===== config.mk =====
export PLATFORM = sky130hd
export DESIGN_NAME = mmc_regs
export DESIGN_NICKNAME = d
export VERILOG_FILES = /design/src/mmc_regs.v /design/src/mmc_pulse_timer.v
export VERILOG_INCLUDE_DIRS = /design/src /design/src/src
export SDC_FILE = /design/constraint.sdc
export NUM_CORES = 1
export LEC_CHECK = 0
export ABC_AREA = 0
export BUFFER_PORTS_ARGS = -buffer_cell sky130_fd_sc_hd__buf_4
export CORE_MARGIN = 10
export CORE_UTILIZATION = 57
export DETAILED_ROUTE_END_ITERATION = 16
export HOLD_SLACK_MARGIN = 0.12
export PLACE_DENSITY = 0.8
export SYNTH_ARGS = -nofsm -noshare
export SYNTH_HDL_FRONTEND = slang
export SYNTH_SLANG_ARGS = --single-unit

===== constraint.sdc =====
create_clock -name clk -period 2.76 [get_ports clk]
set_input_delay 0.138 -clock clk [delete_from_list [all_inputs] [get_ports clk]]
set_output_delay 0.138 -clock clk [all_outputs]
set_load 0.02 [all_outputs]

===== src/mmc_consts.vh =====
// register offsets, field positions, reset values and timing figures of the misc config bank
`ifndef MMC_CONSTS_VH
`define MMC_CONSTS_VH

`define MMC_ADDR_STATUS1      8'h41
`define MMC_ADDR_COMPAT       8'h45
`define MMC_ADDR_INTR_CLR     8'h46
`define MMC_ADDR_VID_FAN      8'h47
`define MMC_ADDR_BUS_ADDR     8'h48
`define MMC_ADDR_VID_IDENT    8'h49
`define MMC_ADDR_TEMP_CFG     8'h4B

`define MMC_STATUS1_TEMP_BIT  4
`define MMC_INTR_CLR_BIT      7
`define MMC_FAN1_LO           4
`define MMC_FAN2_LO           6
`define MMC_TEMP_LSB_BIT      7

`define MMC_COMPAT_RESET      8'h00
`define MMC_INTR_RESET        7'h00
`define MMC_FAN_PRE_RESET     2'h1
`define MMC_BUS_ADDR_TOP      5'h0B
`define MMC_TEMP_MODE_RESET   2'h1
`define MMC_TEMP_RSVD_RESET   5'h00
`define MMC_ID_RESET          7'h15 // arbitrary neutral value of the ident bits
`define MMC_FAN_RATIO_RESET   4'h2

`define MMC_MODE_DEF0         2'h0
`define MMC_MODE_ONCE         2'h1
`define MMC_MODE_COMP         2'h2
`define MMC_MODE_DEF3         2'h3

`define MMC_CLK_KHZ           200000
`define MMC_CI_PULSE_MS       20
`define MMC_CI_PULSE_CYCLES   (`MMC_CI_PULSE_MS * `MMC_CLK_KHZ)
`define MMC_CI_CNT_W          23
`define MMC_SEED_WAIT         3'h4

`endif


===== src/mmc_regs.v =====
// upper configuration register bank of the hardware monitor: intrusion clear, vid, address, temp irq
`timescale 1ns/1ps
`include "mmc_consts.vh"

module mmc_regs #(
   parameter integer CI_CNT_W     = `MMC_CI_CNT_W,
   parameter integer CI_CYCLES    = `MMC_CI_PULSE_CYCLES,
   // arbitrary neutral power-up value of the ident bits 7..1
   parameter [6:0]   ID_RESET     = `MMC_ID_RESET
) (
   input  wire       clk,
   input  wire       rst_b,
   input  wire [7:0] reg_addr,
   input  wire       reg_wr,
   input  wire       reg_rd,
   input  wire [7:0] reg_wdata,
   output reg  [7:0] reg_rdata,
   output reg        reg_rd_valid,
   input  wire [3:0] voltage_id_bits,
   input  wire       voltage_id_top_bit,
   input  wire       addr_select_pin_lo,
   input  wire       addr_select_pin_hi,
   input  wire       conv_done,
   input  wire [8:0] temp_value,
   input  wire [7:0] hot_limit,
   input  wire [7:0] hyst_limit,
   input  wire       temp_irq_mask,
   output reg        temp_status,
   output reg        temp_irq_n,
   output reg        intrusion_pulse_n,
   output reg  [1:0] first_fan_prescale,
   output reg  [1:0] second_fan_prescale,
   output reg  [3:0] first_fan_ratio,
   output reg  [3:0] second_fan_ratio,
   output reg  [6:0] bus_address
);

   // prescale select to divide ratio; 00 by 1 up to 11 by 8
   function [3:0] fan_ratio;
      input [1:0] sel;
      begin
         case (sel)
            2'h0:    fan_ratio = 4'h1;
            2'h1:    fan_ratio = 4'h2;
            2'h2:    fan_ratio = 4'h4;
            default: fan_ratio = 4'h8;
         endcase
      end
   endfunction

   // ---------------- pin synchronisers ----------------
   // pins: vid[3:0], top vid, addr lo, addr hi
   wire [6:0] pin_raw = {addr_select_pin_hi, addr_select_pin_lo, voltage_id_top_bit,
                         voltage_id_bits};
   reg  [6:0] pin_s1;
   reg  [6:0] pin_s2;
   reg  [6:0] pin_s3;
   reg  [6:0] pin_filt;

   // a change is taken only when stage two and three agree, so one-cycle glitches never land
   always @(posedge clk or negedge rst_b) begin
      if (!rst_b) begin
         pin_s1   <= 7'h00;
         pin_s2   <= 7'h00;
         pin_s3   <= 7'h00;
         pin_filt <= 7'h00;
      end else begin
         pin_s1   <= pin_raw;
         pin_s2   <= pin_s1;
         pin_s3   <= pin_s2;
         pin_filt <= (pin_s2 & pin_s3) | (pin_filt & (pin_s2 | pin_s3));
      end
   end

   // ---------------- register write decode ----------------
   wire wr_compat = reg_wr && (reg_addr == `MMC_ADDR_COMPAT);
   wire wr_intr   = reg_wr && (reg_addr == `MMC_ADDR_INTR_CLR);
   wire wr_vidfan = reg_wr && (reg_addr == `MMC_ADDR_VID_FAN);
   wire wr_busadr = reg_wr && (reg_addr == `MMC_ADDR_BUS_ADDR);
   wire wr_ident  = reg_wr && (reg_addr == `MMC_ADDR_VID_IDENT);
   wire wr_tcfg   = reg_wr && (reg_addr == `MMC_ADDR_TEMP_CFG);
   wire rd_status = reg_rd && (reg_addr == `MMC_ADDR_STATUS1);

   reg [7:0] compat_placeholder;
   reg [6:0] intr_low_bits;
   reg       intr_clear_bit;
   reg [6:0] ident_bits;
   reg [1:0] temp_mode;
   reg [4:0] temp_rsvd;
   reg       temp_half_deg;
   reg [2:0] seed_cnt;
   reg       seeded;

   // ---------------- chassis intrusion pulse ----------------
   wire ci_pulse_n;
   wire ci_done;
   // bit 7 doubles as the busy flag, so a second one during a pulse cannot restart it
   wire ci_start = wr_intr && reg_wdata[`MMC_INTR_CLR_BIT] && !intr_clear_bit;

   mmc_pulse_timer #(
      .CNT_W  (CI_CNT_W),
      .CYCLES (CI_CYCLES)
   ) u_ci_timer (
      .clk     (clk),
      .rst_b   (rst_b),
      .start   (ci_start),
      .pulse_n (ci_pulse_n),
      .done    (ci_done)
   );

   always @(posedge clk or negedge rst_b) begin
      if (!rst_b) begin
         intrusion_pulse_n <= 1'b1;
         intr_clear_bit    <= 1'b0;
         intr_low_bits     <= `MMC_INTR_RESET;
      end else begin
         intrusion_pulse_n <= ci_pulse_n;
         if (ci_start)
            intr_clear_bit <= 1'b1;
         else if (ci_done)
            intr_clear_bit <= 1'b0;
         if (wr_intr)
            intr_low_bits <= reg_wdata[6:0];
      end
   end

   // ---------------- plain configuration storage ----------------
   always @(posedge clk or negedge rst_b) begin
      if (!rst_b) begin
         compat_placeholder  <= `MMC_COMPAT_RESET;
         first_fan_prescale  <= `MMC_FAN_PRE_RESET;
         second_fan_prescale <= `MMC_FAN_PRE_RESET;
         first_fan_ratio     <= `MMC_FAN_RATIO_RESET;
         second_fan_ratio    <= `MMC_FAN_RATIO_RESET;
         ident_bits          <= ID_RESET;
         temp_mode           <= `MMC_TEMP_MODE_RESET;
         temp_rsvd           <= `MMC_TEMP_RSVD_RESET;
      end else begin
         if (wr_compat)
            compat_placeholder <= reg_wdata;
         if (wr_vidfan) begin
            first_fan_prescale  <= reg_wdata[`MMC_FAN1_LO+1:`MMC_FAN1_LO];
            second_fan_prescale <= reg_wdata[`MMC_FAN2_LO+1:`MMC_FAN2_LO];
         end
         first_fan_ratio  <= fan_ratio(first_fan_prescale);
         second_fan_ratio <= fan_ratio(second_fan_prescale);
         if (wr_ident)
            ident_bits <= reg_wdata[7:1];
         if (wr_tcfg) begin
            temp_mode <= reg_wdata[1:0];
            temp_rsvd <= reg_wdata[6:2];
         end
      end
   end

   // ---------------- bus address with pin seeding ----------------
   // the address pins are caught only after the synchroniser has settled past reset release
   // a write before the seed lands is dropped, as the seed would overwrite it anyway
   always @(posedge clk or negedge rst_b) begin
      if (!rst_b) begin
         bus_address <= {`MMC_BUS_ADDR_TOP, 2'h0};
         seed_cnt    <= 3'h0;
         seeded      <= 1'b0;
      end else begin
         if (!seeded) begin
            if (seed_cnt == `MMC_SEED_WAIT) begin
               seeded      <= 1'b1;
               bus_address <= {`MMC_BUS_ADDR_TOP, pin_filt[6:5]};
            end else begin
               seed_cnt <= seed_cnt + 3'h1;
            end
         end else if (wr_busadr) begin
            bus_address <= reg_wdata[6:0];
         end
      end
   end

   // ---------------- temperature interrupt ----------------
   // a reading equal to a limit is neither above hot nor below hysteresis
   // only whole degrees are compared; the half-degree bit is shown, never judged
   wire signed [7:0] temp_whole = temp_value[8:1];
   wire signed [7:0] hot_s      = hot_limit;
   wire signed [7:0] hyst_s     = hyst_limit;
   wire              above_hot  = temp_whole > hot_s;
   wire              below_hyst = temp_whole < hyst_s;
   wire              mode_once  = (temp_mode == `MMC_MODE_ONCE);
   wire              mode_comp  = (temp_mode == `MMC_MODE_COMP);

   reg  over_armed;
   reg  once_fired;
   reg  next_over_armed;
   reg  next_once_fired;
   reg  temp_set;
   reg  next_status;

   always @* begin
      next_over_armed = over_armed;
      next_once_fired = once_fired;
      temp_set        = 1'b0;
      if (conv_done) begin
         if (above_hot)
            next_over_armed = 1'b1;
         else if (below_hyst)
            next_over_armed = 1'b0;
         if (below_hyst)
            next_once_fired = 1'b0;
         if (mode_once) begin
            if (above_hot && !once_fired) begin
               temp_set        = 1'b1;
               next_once_fired = 1'b1;
            end
         end else if (!mode_comp) begin
            temp_set = next_over_armed;
         end
      end
   end

   // comparator mode tracks the limit directly and a status read does not drop it
   always @* begin
      next_status = temp_status;
      if (mode_comp) begin
         if (conv_done)
            next_status = above_hot;
      end else if (temp_set) begin
         next_status = 1'b1; // set wins over a read in the same cycle
      end else if (rd_status) begin
         next_status = 1'b0;
      end
   end

   always @(posedge clk or negedge rst_b) begin
      if (!rst_b) begin
         over_armed    <= 1'b0;
         once_fired    <= 1'b0;
         temp_status   <= 1'b0;
         temp_irq_n    <= 1'b1;
         temp_half_deg <= 1'b0;
      end else begin
         over_armed  <= next_over_armed;
         once_fired  <= next_once_fired;
         temp_status <= next_status;
         temp_irq_n  <= ~(next_status & ~temp_irq_mask);
         if (conv_done)
            temp_half_deg <= temp_value[0];
      end
   end

   // ---------------- read path ----------------
   // the status byte carries only the temp bit; the other sources are merged outside
   reg [7:0] rd_mux;

   always @* begin
      case (reg_addr)
         `MMC_ADDR_STATUS1:
            rd_mux = {3'h0, temp_status, 4'h0};
         `MMC_ADDR_COMPAT:
            rd_mux = compat_placeholder;
         `MMC_ADDR_INTR_CLR:
            rd_mux = {intr_clear_bit, intr_low_bits};
         `MMC_ADDR_VID_FAN:
            rd_mux = {second_fan_prescale, first_fan_prescale, pin_filt[3:0]};
         `MMC_ADDR_BUS_ADDR:
            rd_mux = {1'b0, bus_address};
         `MMC_ADDR_VID_IDENT:
            rd_mux = {ident_bits, pin_filt[4]};
         `MMC_ADDR_TEMP_CFG:
            rd_mux = {temp_half_deg, temp_rsvd, temp_mode};
         default:
            rd_mux = 8'h00;
      endcase
   end

   always @(posedge clk or negedge rst_b) begin
      if (!rst_b) begin
         reg_rdata    <= 8'h00;
         reg_rd_valid <= 1'b0;
      end else begin
         reg_rd_valid <= reg_rd;
         if (reg_rd)
            reg_rdata <= rd_mux;
      end
   end

endmodule // mmc_regs


===== src/mmc_pulse_timer.v =====
// one-shot low pulse generator for the chassis intrusion pin
`timescale 1ns/1ps
`include "mmc_consts.vh"

module mmc_pulse_timer #(
   parameter integer CNT_W  = `MMC_CI_CNT_W,
   parameter integer CYCLES = `MMC_CI_PULSE_CYCLES
) (
   input  wire             clk,
   input  wire             rst_b,
   input  wire             start,
   output reg              pulse_n,
   output reg              done
);

   localparam [31:0]      LAST_W = CYCLES - 1;
   localparam [CNT_W-1:0] LAST   = LAST_W[CNT_W-1:0];

   reg [CNT_W-1:0] count;

   // start is ignored while a pulse runs; the pulse is never stretched
   always @(posedge clk or negedge rst_b) begin
      if (!rst_b) begin
         pulse_n <= 1'b1;
         done    <= 1'b0;
         count   <= {CNT_W{1'b0}};
      end else begin
         done <= 1'b0;
         if (pulse_n) begin
            if (start) begin
               pulse_n <= 1'b0;
               count   <= {CNT_W{1'b0}};
            end
         end else if (count == LAST) begin
            pulse_n <= 1'b1;
            done    <= 1'b1;
         end else begin
            count <= count + {{(CNT_W-1){1'b0}}, 1'b1};
         end
      end
   end

endmodule // mmc_pulse_timer


-- Word-level counts from Yosys, hierarchy flattened
Cells that the tools add are included.
- register bits: 121
- input bits: 54
- output and inout bits: 31
- word-level logic and storage cells: 108
- $add $sub $neg: 2
- $lt $le $gt $ge: 2
- eq/ne operators: 18
- multiplexer cells: 30
- bitwise operators: 9
- reduce and logical (&&, ||, !) cells: 19
- operators with widths (kind ; count):
    $mux 23 ; 3
    $eq 8x7->1 const B ; 7
    $pmux 8 s7 ; 1
    $pmux 4 s3 ; 2
    $add 23x1->23 const B ; 1
    $eq 23x22->1 const B ; 1
    $mux 1 ; 21
    $mux 7 ; 3
    $and 7x7->7 ; 2
    $or 7x7->7 ; 2
    $logic_and 1x1->1 ; 10
    $gt 8x8->1 ; 1
    $lt 8x8->1 ; 1
    $eq 2x1->1 const B ; 3
    $eq 2x2->1 const B ; 3
    $reduce_and 2->1 ; 3
    $logic_not 2->1 ; 2
    $ne 2x2->1 const B ; 2
    $not 1->1 ; 4
    $reduce_bool 2->1 ; 2
    $add 3x1->3 const B ; 1
    $eq 3x3->1 const B ; 1
    $logic_not 1->1 ; 2
    $ne 2x1->1 const B ; 1
    $and 1x1->1 ; 1

-- Logic depth before layout (Yosys ltp)
Gate-level depths: netlist (run 1).
- depth after elaboration: 10
- depth in mapped cells: 8
- depth with buffers taken out: 8

-- By module
A second synthesis (run 1) with hierarchy kept.
- cells, all modules: 526
- area total of the unflattened synthesis: 5790.6 um^2
- modules (own cells, without submodules) (module ; times used ; cells each ; area each (um^2) ; seq. area each (um^2)):
    mmc_regs ; 1 ; 355 ; 4294.1 ; 2418.6
    mmc_pulse_timer ; 1 ; 171 ; 1496.4 ; 626.9

-- Worst setup path before layout (run 1)
No wires, ideal clock.
- path type: in2reg
- from: in reg_addr[5]
- to: reg bus_address[0]
- arrival time: 1.882 ns
- data required time: 2.635 ns
- setup slack: 0.753 ns
- stages: 6
- buffers on the path: 1
- path through: or4b_1 buf_2 nor3_2 nand3_1 o21ai_2 mux2_2
- word-level cells in the longest chain between the ends: 4
- ends and longest elaborated chain (what ; line ; RTL):
    start, declared ; mmc_regs.v:13 ; input wire [7:0] reg_addr,
    $eq 8x7->1 ; -- ;
    $logic_and 1x1->1 ; mmc_regs.v:79 ; wire wr_busadr = reg_wr && (reg_addr == `MMC_ADDR_BUS_ADDR);
    $ne 2x2->1 (no line) ; -- ;
    $reduce_and 2->1 (no line) ; -- ;
    end signal, assigned ; mmc_regs.v:161 ; bus_address <= {`MMC_BUS_ADDR_TOP, 2'h0};
    end signal, assigned ; mmc_regs.v:168 ; bus_address <= {`MMC_BUS_ADDR_TOP, pin_filt[6:5]};
    end signal, assigned ; mmc_regs.v:173 ; bus_address <= reg_wdata[6:0];
    end, declared ; mmc_regs.v:35 ; output reg [6:0] bus_address
Every way passes these cells.
A chain may end at the register's enable or synchronous reset.

-- Worst setup path in the final report (run 1)
- from: reg u_ci_timer.count[5]
- to: reg u_ci_timer.count[22]
- word-level cells in the longest chain between the ends: 3
- elaborated cells between the ends (all ways): 6
- classes of those cells: 1 x add/sub; 2 x eq/ne; 2 x mux; 1 x reduce/logical
- ends and longest elaborated chain (what ; line ; RTL):
    start, declared ; mmc_pulse_timer.v:19 ; reg [CNT_W-1:0] count;
    start signal, assigned ; mmc_pulse_timer.v:26 ; count <= {CNT_W{1'b0}};
    start signal, assigned ; mmc_pulse_timer.v:32 ; count <= {CNT_W{1'b0}};
    start signal, assigned ; mmc_pulse_timer.v:38 ; count <= count + {{(CNT_W-1){1'b0}}, 1'b1};
    $add 23x1->23 or $eq 23x22->1 (tied branches) ; mmc_pulse_timer.v:38, mmc_pulse_timer.v:34 ;
    $mux 23 or $ne 2x1->1 (tied branches) ; -- ;
    $mux 23 or $reduce_and 2->1 (tied branches) ; -- ;
Parallel ways exist; a longest one is shown, timed or not. The select of a mux whose other input is x is not followed.

==> summary.txt, run 1 <==
Synth
  – Number of library cell types mapped by synthesis: 54
  – Post-synth EDFFs: 0
  – Avg Synthesized Cell Area: 11.5 µm²
  – Cell area after synthesis: 0.00552 mm²
  – Yosys warning total: 0
  – Fraction of registers with async set/reset: 100%
  – Synthesized flop and latch total: 121
  – Syn nets: 554
  – Top FF cell, synth: sky130_fd_sc_hd__dfrtp_1
  – Seq/Total Area, Yosys: 55.1%
  – Instance count of the mapped netlist: 482

Critical path
  – Crit path kind: reg2reg
  – Termination of the worst setup path: u_ci_timer.count[22]
  – Worst reg-to-reg setup slack: 0.46 ns
  – Max FO, Critical Path: 6
  – Ordered cell list for the critical path: nand4_1 -> nor4_2 -> nand4_1 -> a2111oi_2 -> xnor2_1 -> nor2_1
  – R2R Path Start: u_ci_timer.count[5]
  – Worst Setup End Kind: flop
  – Cell with the largest stage delay on the worst path: sky130_fd_sc_hd__nor4_2
  – Delay of the slowest cell on the worst path: 0.52 ns
  – Worst setup SP type: flop
  – Required arrival time at the worst endpoint: 3.16 ns
  – Critical R2R Capture: u_ci_timer.count[22]
  – Depth of the most critical reg-to-reg path: 6
  – Library cell appearing most often on the critical path: sky130_fd_sc_hd__nand4_1
  – CP Launch Point: u_ci_timer.count[5]
  – Data arrival time at the worst-slack endpoint: 2.70 ns

Pwr
  – Final total power: 4.38 mW
  – Static Leakage: 3.31 nW
  – Peak ir drop on the vdd network: 400 µV
  – Ratio of total power to cell area: 607 mW/mm²

Hold path
  – Worst min-delay path class: in2reg

Place
  – Final weighted congestion of routability-driven global placement: 0.910
  – Post-detailed-placement half-perimeter wirelength: 9450 µm
  – Number of port buffers: 84
  – Worst Setup Slack post-DPL: 0.370 ns

Route
  – Drt first pass iters: 5
  – Number of nets with antenna violations after routing: 0
  – Number of remaining DRC errors: 0
  – Via density per instance: 5.81
  – Wire length per cell after detailed routing: 18.7 µm
  – Final wirelength: 14100 µm
  – Via count: 4378
  – Starting DRC count in detailed routing: 462

Flow run
  – Max Cap Violations: 0

Clock tree
  – Clock tree from TritonCTS: yes
  – Clock slew at reported path FFs: 0.06 ns
  – Root buffer selected by CTS: sky130_fd_sc_hd__clkbuf_8
  – Count of instances resized after the clock tree is built: 0
  – Clock Sinks: 121
  – Clock latency reported for the late side of the worst-skew pair: 0.52 ns
  – CTS HTree Levels: 4
  – Buffer depth of the longest clock path: 2
  – TritonCTS Buffers: 17

STA
  – Maximum clock frequency: 0.435 GHz
  – Final min period: 2.30 ns
  – Worst slew pin tran: 0.788 ns
  – Unrepaired setup endpoints after global routing: no
  – # setup viols final: 0
  – Worst slew margin: 47.5%
  – Number of hold violations in the final report: 0
  – Worst clock skew on the final layout: 0.00812 ns
  – Final count of pins violating max slew: 0
  – Slack of the critical path: 0.463 ns
  – Sum Neg Setup Slack: 0 ns
  – Hold_ws: 0.204 ns
  – Crit share post-route: 83.2%

GRT
  – M1 GR Usage: 25.7%
  – Number of global-route vias before repair: 4546
  – Global-route wire length before repair: 23500 µm
  – Largest net degree at the start of global routing: 63
  – Initial antenna violation count: 0
  – Met3 track demand over resource in global routing: 5.66%
  – Congestion Overflow GR: 0
  – GR met2 Demand/Resource: 33.9%
  – Total track usage: 20.6%
  – Global-route layer with the greatest usage: met2

Floorplan
  – DIE WIDTH: 118 µm
  – Boundary pin count: 85
  – Overall die area: 0.0140 mm²
  – Die Height: 118 µm
  – Initial Utilization: 59.2%
  – Area of the core: 0.00933 mm²
  – Row count: 35

Layout
  – Relative area change from synthesis to final layout: 30.4%
  – Final net count: 684
  – Antenna diode count: 0
  – Fraction of layout instances using a drive strength above 1: 29.9%

Status
  – Status: completed
worst min-delay path by stage:
| stage | to | start | cells past startpoint |
|---|---|---|---|
| 3_3_place_gp | pin_s1[6] | addr_select_pin_hi | 1 |
| 4_1_cts | u_ci_timer.count[11] | reg_addr[0] | 4 |
| 6_report | u_ci_timer.count[11] | reg_addr[0] | 4 |
| 3_5_place_dp | pin_s1[1] | voltage_id_bits[1] | 1 |
| 2_1_floorplan | bus_address[0] | rst_b | 0 |
| 5_1_grt | u_ci_timer.count[19] | reg_addr[0] | 4 |
critical path: cells and delay by family (launching register included):
kind / cells / cell delay [ns]
simple gates: 4 / 1.14
xor+xnor: 1 / 0.16
flops: 1 / 0.45
compound gates: 1 / 0.43
cell type report:
cell class              instances  area [µm²]
inverters                      39         146
repair buffers                122         988
fillers                       572        2120
multi-input cells             311        2280
well taps                     129         161
clock buffers                  18         428
clock inverters                14         156
flip-flops and latches        121        3050
synth_stat cells (10+ instances only):
cell type                  count  area, µm²
sky130_fd_sc_hd__xnor2_1      16        140
sky130_fd_sc_hd__dfrtp_1     107       2680
sky130_fd_sc_hd__dfstp_2      14        368
sky130_fd_sc_hd__a211oi_1     11       82.6
sky130_fd_sc_hd__nand3_1      16       80.1
sky130_fd_sc_hd__mux2_2       30        338
sky130_fd_sc_hd__inv_1        38        143
sky130_fd_sc_hd__ha_1         18        225
sky130_fd_sc_hd__o21ai_0      22        110
sky130_fd_sc_hd__nand4_1      10       62.6
sky130_fd_sc_hd__nand2_1      38        143
sky130_fd_sc_hd__nor2_1       30        113
sky130_fd_sc_hd__a21oi_1      11       55.1
sky130_fd_sc_hd__nor2b_1      10       62.6
per-stage QoR:
step | cells | util (%) | cell area (µm²)
6_report | 754 | 77.3 | 7210
5_1_grt | 754 | 77.3 | 7210
4_1_cts | 754 | 77.3 | 7210
3_5_place_dp | 698 | 68.4 | 6380
3_3_place_gp | 698 | 68.4 | 6380
2_1_floorplan | 482 | - | 5520
cells in the final DEF, fill, tap and decap left out, types with 4 or more instances in the layout:
cell	n
sky130_fd_sc_hd__inv_1	38
sky130_fd_sc_hd__mux2_2	30
sky130_fd_sc_hd__dfrtp_1	107
sky130_fd_sc_hd__ha_1	18
sky130_fd_sc_hd__maj3_1	7
sky130_fd_sc_hd__nand4_1	10
sky130_fd_sc_hd__dlygate4sd3_1	24
sky130_fd_sc_hd__nand3_1	16
sky130_fd_sc_hd__clkbuf_16	16
sky130_fd_sc_hd__nand2b_1	6
sky130_fd_sc_hd__inv_6	6
sky130_fd_sc_hd__a222oi_1	8
sky130_fd_sc_hd__a22oi_1	8
sky130_fd_sc_hd__mux2i_1	4
sky130_fd_sc_hd__and2_1	4
sky130_fd_sc_hd__a211oi_1	11
sky130_fd_sc_hd__a21oi_1	11
sky130_fd_sc_hd__nor2_1	30
sky130_fd_sc_hd__nor2b_1	10
sky130_fd_sc_hd__o21ai_0	22
sky130_fd_sc_hd__nor3_2	4
sky130_fd_sc_hd__xnor2_1	16
sky130_fd_sc_hd__a22o_1	8
sky130_fd_sc_hd__nand2_1	38
sky130_fd_sc_hd__dfstp_2	14
sky130_fd_sc_hd__nor3_1	5
sky130_fd_sc_hd__buf_4	97
repair_timing:
item                                   4_1_cts  5_1_grt
hold buffers                                24        0
setup buffers                                0        0
endpoints found under the hold margin      108        0
state kept, by name (all words and copies together), names as in the netlist, 2 cells and up:
name,count
u_ci_timer.count,23
pin_s3,7
temp_mode,2
second_fan_ratio,4
second_fan_prescale,2
temp_rsvd,5
pin_filt,7
compat_placeholder,8
seed_cnt,3
ident_bits,7
first_fan_ratio,4
pin_s1,7
pin_s2,7
bus_address,7
intr_low_bits,7
reg_rdata,8
first_fan_prescale,2
routing by layer:
metal / routed length [µm] / share of wire [%]
met4: 157 / 1.1
met1: 6120 / 43
met2: 6830 / 48
met3: 976 / 6.9
met5: 0 / 0
power by group:
part / internal [mW] / switching, mW
Clock: 1.32 / 0.835
Sequential: 1.85 / 0.0431
Combinational: 0.161 / 0.163
Total: 3.34 / 1.04
kinds of logic (layout without fill, tap and decap cells):
group	Yosys count	after routing	synth area share [%]
AOI/OAI and AO/OA	91	91	12.6
xor gates and xnor gates	16	16	2.54
adders and majority gates	25	25	5.35
buffers and inverters	50	193	3.60
DFF	121	121	55.1
muxes	34	34	6.84
and+or+nand+nor	145	145	13.9
No activity file was read; power rests on OpenSTA's default activity.
==> run 2: changes to the inputs <==
--- a/config.mk
+++ b/config.mk
@@ -6,7 +6,7 @@
 export SDC_FILE = /design/constraint.sdc
 export NUM_CORES = 1
 export LEC_CHECK = 0
-export ABC_AREA = 0
+export ABC_AREA = 1
 export BUFFER_PORTS_ARGS = -buffer_cell sky130_fd_sc_hd__buf_4
 export CORE_MARGIN = 10
 export CORE_UTILIZATION = 57
==> constraint.sdc (replaced) <==
create_clock -name clk -period 2.2 [get_ports clk]
set_input_delay 0.11 -clock clk [delete_from_list [all_inputs] [get_ports clk]]
set_output_delay 0.11 -clock clk [all_outputs]
set_load 0.02 [all_outputs]
==> run 2 against run 1 <==
Critical path depth grew 3. Clock power is 26% higher. Hold slack got worse by 0.037 ns. Design area rose by 4.1%. Count of clock-buffer cells in the layout unchanged.
==> summary.txt, run 2 <==
Critical path
  – Cell with the largest stage delay on the worst path: sky130_fd_sc_hd__dfrtp_1
  – Worst setup SP type: flop
  – Delay of the slowest cell on the worst path: 0.40 ns (-0.12 ns)
  – Termination of the worst setup path: u_ci_timer.count[0]
  – Crit path kind: reg2reg
  – Worst reg-to-reg setup slack: 0.23 ns (-0.23 ns)
  – Number of cells on the critical path: 9 (+3)
  – CP Launch Point: u_ci_timer.count[0]
  – R2R Path Start: u_ci_timer.count[0]
  – Data arrival time at the worst-slack endpoint: 2.40 ns (-0.30 ns)
  – Max FO, Critical Path: 12 (+6)
  – Ordered cell list for the critical path: ha_1 -> nand3_1 -> inv_1 -> nand2_1 -> nor2_2 -> nand3_4 -> nand2_8 -> inv_2 -> o21ai_0
  – Delay-heaviest family, CP: simple AND/OR/NAND/NOR gates
  – Crit path buffers/inverters: 2 (+2)
  – Worst Setup End Kind: flop
  – Critical R2R Capture: u_ci_timer.count[0]
  – Required arrival time at the worst endpoint: 2.64 ns (-0.52 ns)
  – Depth of the most critical reg-to-reg path: 9 (+3)

Place
  – Final weighted congestion of routability-driven global placement: 0.914 (+0.36%)
  – Post-detailed-placement half-perimeter wirelength: 10600 µm (+12%)
  – Count of placed standard cells including taps: 877 (+26%)
  – Number of port buffers: 84 (unchanged)
  – Worst Setup Slack post-DPL: 0.189 ns (-0.181 ns)
  – Post-DP Area: 0.00660 mm² (+3.4%)

STA
  – Worst clock skew on the final layout: 0.0109 ns (+0.00277 ns)
  – Slack of the critical path: 0.233 ns (-0.230 ns)
  – Worst slew pin tran: 0.506 ns (-0.282 ns)
  – Unrepaired setup endpoints after global routing: no
  – Crit share post-route: 89.4% (+6.2 points)
  – Worst slew margin: 66.0% (+19 points)
  – Final min period: 1.97 ns (-0.330 ns)
  – Number of hold violations in the final report: 0 (unchanged)
  – Maximum clock frequency: 0.508 GHz (+17%)
  – Sum Neg Setup Slack: 0 ns (unchanged)
  – # setup viols final: 0 (unchanged)
  – Final count of pins violating max slew: 0 (unchanged)

Synth
  – Synthesized flop and latch total: 121 (unchanged)
  – Top FF cell, synth: sky130_fd_sc_hd__dfrtp_1
  – Most frequent cells after synthesis: sky130_fd_sc_hd__nand2_1 (174), sky130_fd_sc_hd__dfrtp_1 (107), sky130_fd_sc_hd__inv_1 (89)
  – Post-synth EDFFs: 0 (unchanged)
  – Top cell type by total area after synthesis: sky130_fd_sc_hd__dfrtp_1
  – Seq/Total Area, Yosys: 52.4% (-2.7 points)
  – Cell area after synthesis: 0.00581 mm² (+5.1%)
  – Fraction of registers with async set/reset: 100% (unchanged)
  – Number of library cell types mapped by synthesis: 41 (-24%)
  – Leading cell types by total area after synthesis: sky130_fd_sc_hd__dfrtp_1 (46%), sky130_fd_sc_hd__nand2_1 (11%), sky130_fd_sc_hd__dfstp_2 (6.3%)
  – Yosys warning total: 0 (unchanged)
  – Leading cell type by number of instances after synthesis: sky130_fd_sc_hd__nand2_1
  – Instance count of the mapped netlist: 663 (+38%)
  – Avg Synthesized Cell Area: 8.76 µm² (-24%)
  – Syn nets: 735 (+33%)
  – Area share of the largest cell type after synthesis: 46.1% (-2.4 points)

Floorplan
  – DIE WIDTH: 121 µm (+2.1%)
  – Initial Utilization: 58.9% (-0.36 points)
  – Row count: 36 (+2.9%)
  – Area of the core: 0.00986 mm² (+5.8%)
  – Overall die area: 0.0146 mm² (+4.2%)
  – Die Height: 121 µm (+2.1%)
  – Boundary pin count: 85 (unchanged)

Layout
  – Non-filler cells, final: 938 (+24%)
  – Area of all sequential standard cells: 0.00305 mm² (unchanged)
  – Fraction of layout instances using a drive strength above 1: 21.9% (-8.1 points)
  – Regs by FF count: u_ci_timer.count: 23 flops, compat_placeholder: 8 flops, reg_rdata: 8 flops
  – Final Cell Area: 0.00750 mm² (+4.1%)
  – Relative area change from synthesis to final layout: 29.2%
  – Most common cell after layout, fill and taps aside: sky130_fd_sc_hd__nand2_1
  – Antenna diode count: 0 (unchanged)
  – Fill cell total of the finished layout: 698 (+22%)
  – Area of the multi-input gates: 0.00235 mm² (+3.0%)
  – Biggest register: u_ci_timer.count
  – Top library cells by usage in the layout, fill and taps aside: sky130_fd_sc_hd__nand2_1 (174), sky130_fd_sc_hd__dfrtp_1 (107), sky130_fd_sc_hd__buf_4 (93)
  – Max FFs per register: 23 (unchanged)
  – Final net count: 864 (+26%)

GRT
  – Congestion Overflow GR: 0 (unchanged)
  – Total track usage: 21.2% (+0.63 points)
  – Number of global-route vias before repair: 5123 (+13%)
  – Global-route wire length before repair: 25200 µm (+7.1%)
  – Largest net degree at the start of global routing: 46 (-27%)
  – Initial antenna violation count: 0 (unchanged)

Pwr
  – Share of power burned in combinational logic: 8.0% (+0.6 points)
  – Clock network fraction of design power: 49.1% (-0.2 points)
  – Peak ir drop on the vdd network: 467 µV (+17%)
  – Ratio of total power to cell area: 740 mW/mm² (+22%)
  – Fraction of power consumed by sequential logic: 42.8% (-0.4 points)
  – Final total power: 5.55 mW (+27%)
  – Design internal power: 4.17 mW (+25%)
  – Sw frac: 24.8% (+1.0 points)
  – Net switching power: 1.38 mW (+32%)
  – Static Leakage: 3.71 nW (+12%)

Clock tree
  – Buffer depth of the longest clock path: 2 (unchanged)
  – CTS HTree Levels: 4 (unchanged)
  – Clock latency reported for the late side of the worst-skew pair: 0.52 ns (about the same)
  – Root buffer selected by CTS: sky130_fd_sc_hd__clkbuf_8
  – Clock slew at reported path FFs: 0.06 ns (about the same)
  – TritonCTS Buffers: 17 (unchanged)
  – Clock Sinks: 121 (unchanged)
  – Clock tree from TritonCTS: yes
  – Buffers inserted during post-CTS setup optimization: 0 (unchanged)

Flow run
  – Max Cap Violations: 0 (unchanged)

Route
  – Via density per instance: 5.42 (-6.6%)
  – Number of nets with antenna violations after routing: 0 (unchanged)
  – Drt first pass iters: 7 (+2)
  – Number of remaining DRC errors: 0 (unchanged)
  – Via count: 5085 (+16%)
  – Starting DRC count in detailed routing: 342 (-26%)
  – Wire length per cell after detailed routing: 16.3 µm (-13%)
  – Final wirelength: 15200 µm (+8.3%)

Status
  – Status: completed

Hold path
  – Worst min-delay path class: in2reg
run 2: cell count changes in the layout (fill, tap and decap cells not counted), sizes merged, moves of 13 or more:
cell | previous run | this run
inv | 44 | 99
mux2 | 30 | 0
nand2 | 38 | 181
nand3 | 16 | 32
nor2 | 30 | 43
o21ai | 23 | 61
run 2: tightest hold or removal path, stage by stage:
cell,delay [ns]
sky130_fd_sc_hd__buf_4,0.08
sky130_fd_sc_hd__nor2_1,0.03
sky130_fd_sc_hd__nand2_1,0.06
sky130_fd_sc_hd__inv_2,0.07
sky130_fd_sc_hd__nand3_1,0.09
sky130_fd_sc_hd__nand4_1,0.09
sky130_fd_sc_hd__nand2_1,0.07
sky130_fd_sc_hd__nand2_1,0.04
run 2: timing repair:
item | in CTS | in global routing
setup endpoints to repair | 0 | 7
endpoints found under the hold margin | 178 | 0
resized for setup | 0 | 3
hold buffers | 28 | 0
run 2: per-stage QoR:
| stage | utilization, % | hold WS [ns] |
|---|---|---|
| detailed placement | 66.9 | 0.0902 |
| global route | 76.1 | 0.236 |
| finish | 76.1 | 0.166 |
| floorplan | - | -0.186 |
| global placement | 66.9 | 0.0895 |
| CTS | 75.7 | 0.146 |
run 2: power groups by stage:
stage	clock (mW)	sequential (mW)	combinational, mW
floorplan	0	2.43	0.155
global placement	0	2.41	0.379
detailed placement	0	2.41	0.395
CTS	2.74	2.38	0.444
global route	2.85	2.39	0.498
finish	2.73	2.38	0.445
run 2: how the worst min path moves through the flow:
stage	startpoint	end	slack, ns	cells after the start
after floorplan	rst_b	bus_address[0]	-0.19	0
after global placement	rst_b	temp_half_deg	0.09	1
after detailed placement	rst_b	temp_half_deg	0.09	1
after CTS	reg_addr[4]	reg_rdata[4]	0.15	8
after global routing	reg_addr[1]	reg_rdata[6]	0.24	7
final	reg_addr[7]	reg_rdata[4]	0.17	8
run 2: layout make-up:
cell class / instances / area share [%]
flip-flops and latches: 121 / 40.6
multi-input cells: 436 / 31.3
repair buffers: 122 / 13.4
clock buffers: 18 / 5.57
inverters: 94 / 4.70
well taps: 133 / 2.22
clock inverters: 14 / 2.18
run 2: metal layers:
metal	wire (µm)	vias to the layer above	global-route usage [%]
li1	-	2415	-
met4	323	0	7.24
met5	0	-	0
met3	821	28	5.12
met1	6260	2470	25.1
met2	7840	172	36.7
run 2: cells by family (layout without fill, tap and decap cells):
group                    Yosys count  after routing  synth area share, %
AND/OR/NAND/NOR                  298            299                 23.0
flip-flops                       121            121                 52.4
AO/OA/AOI/OAI                     97             97                 9.59
XOR/XNOR                          15             15                 2.26
buffers and inverters            107            248                 7.65
adder cells (fa/ha/maj)           25             25                 5.09
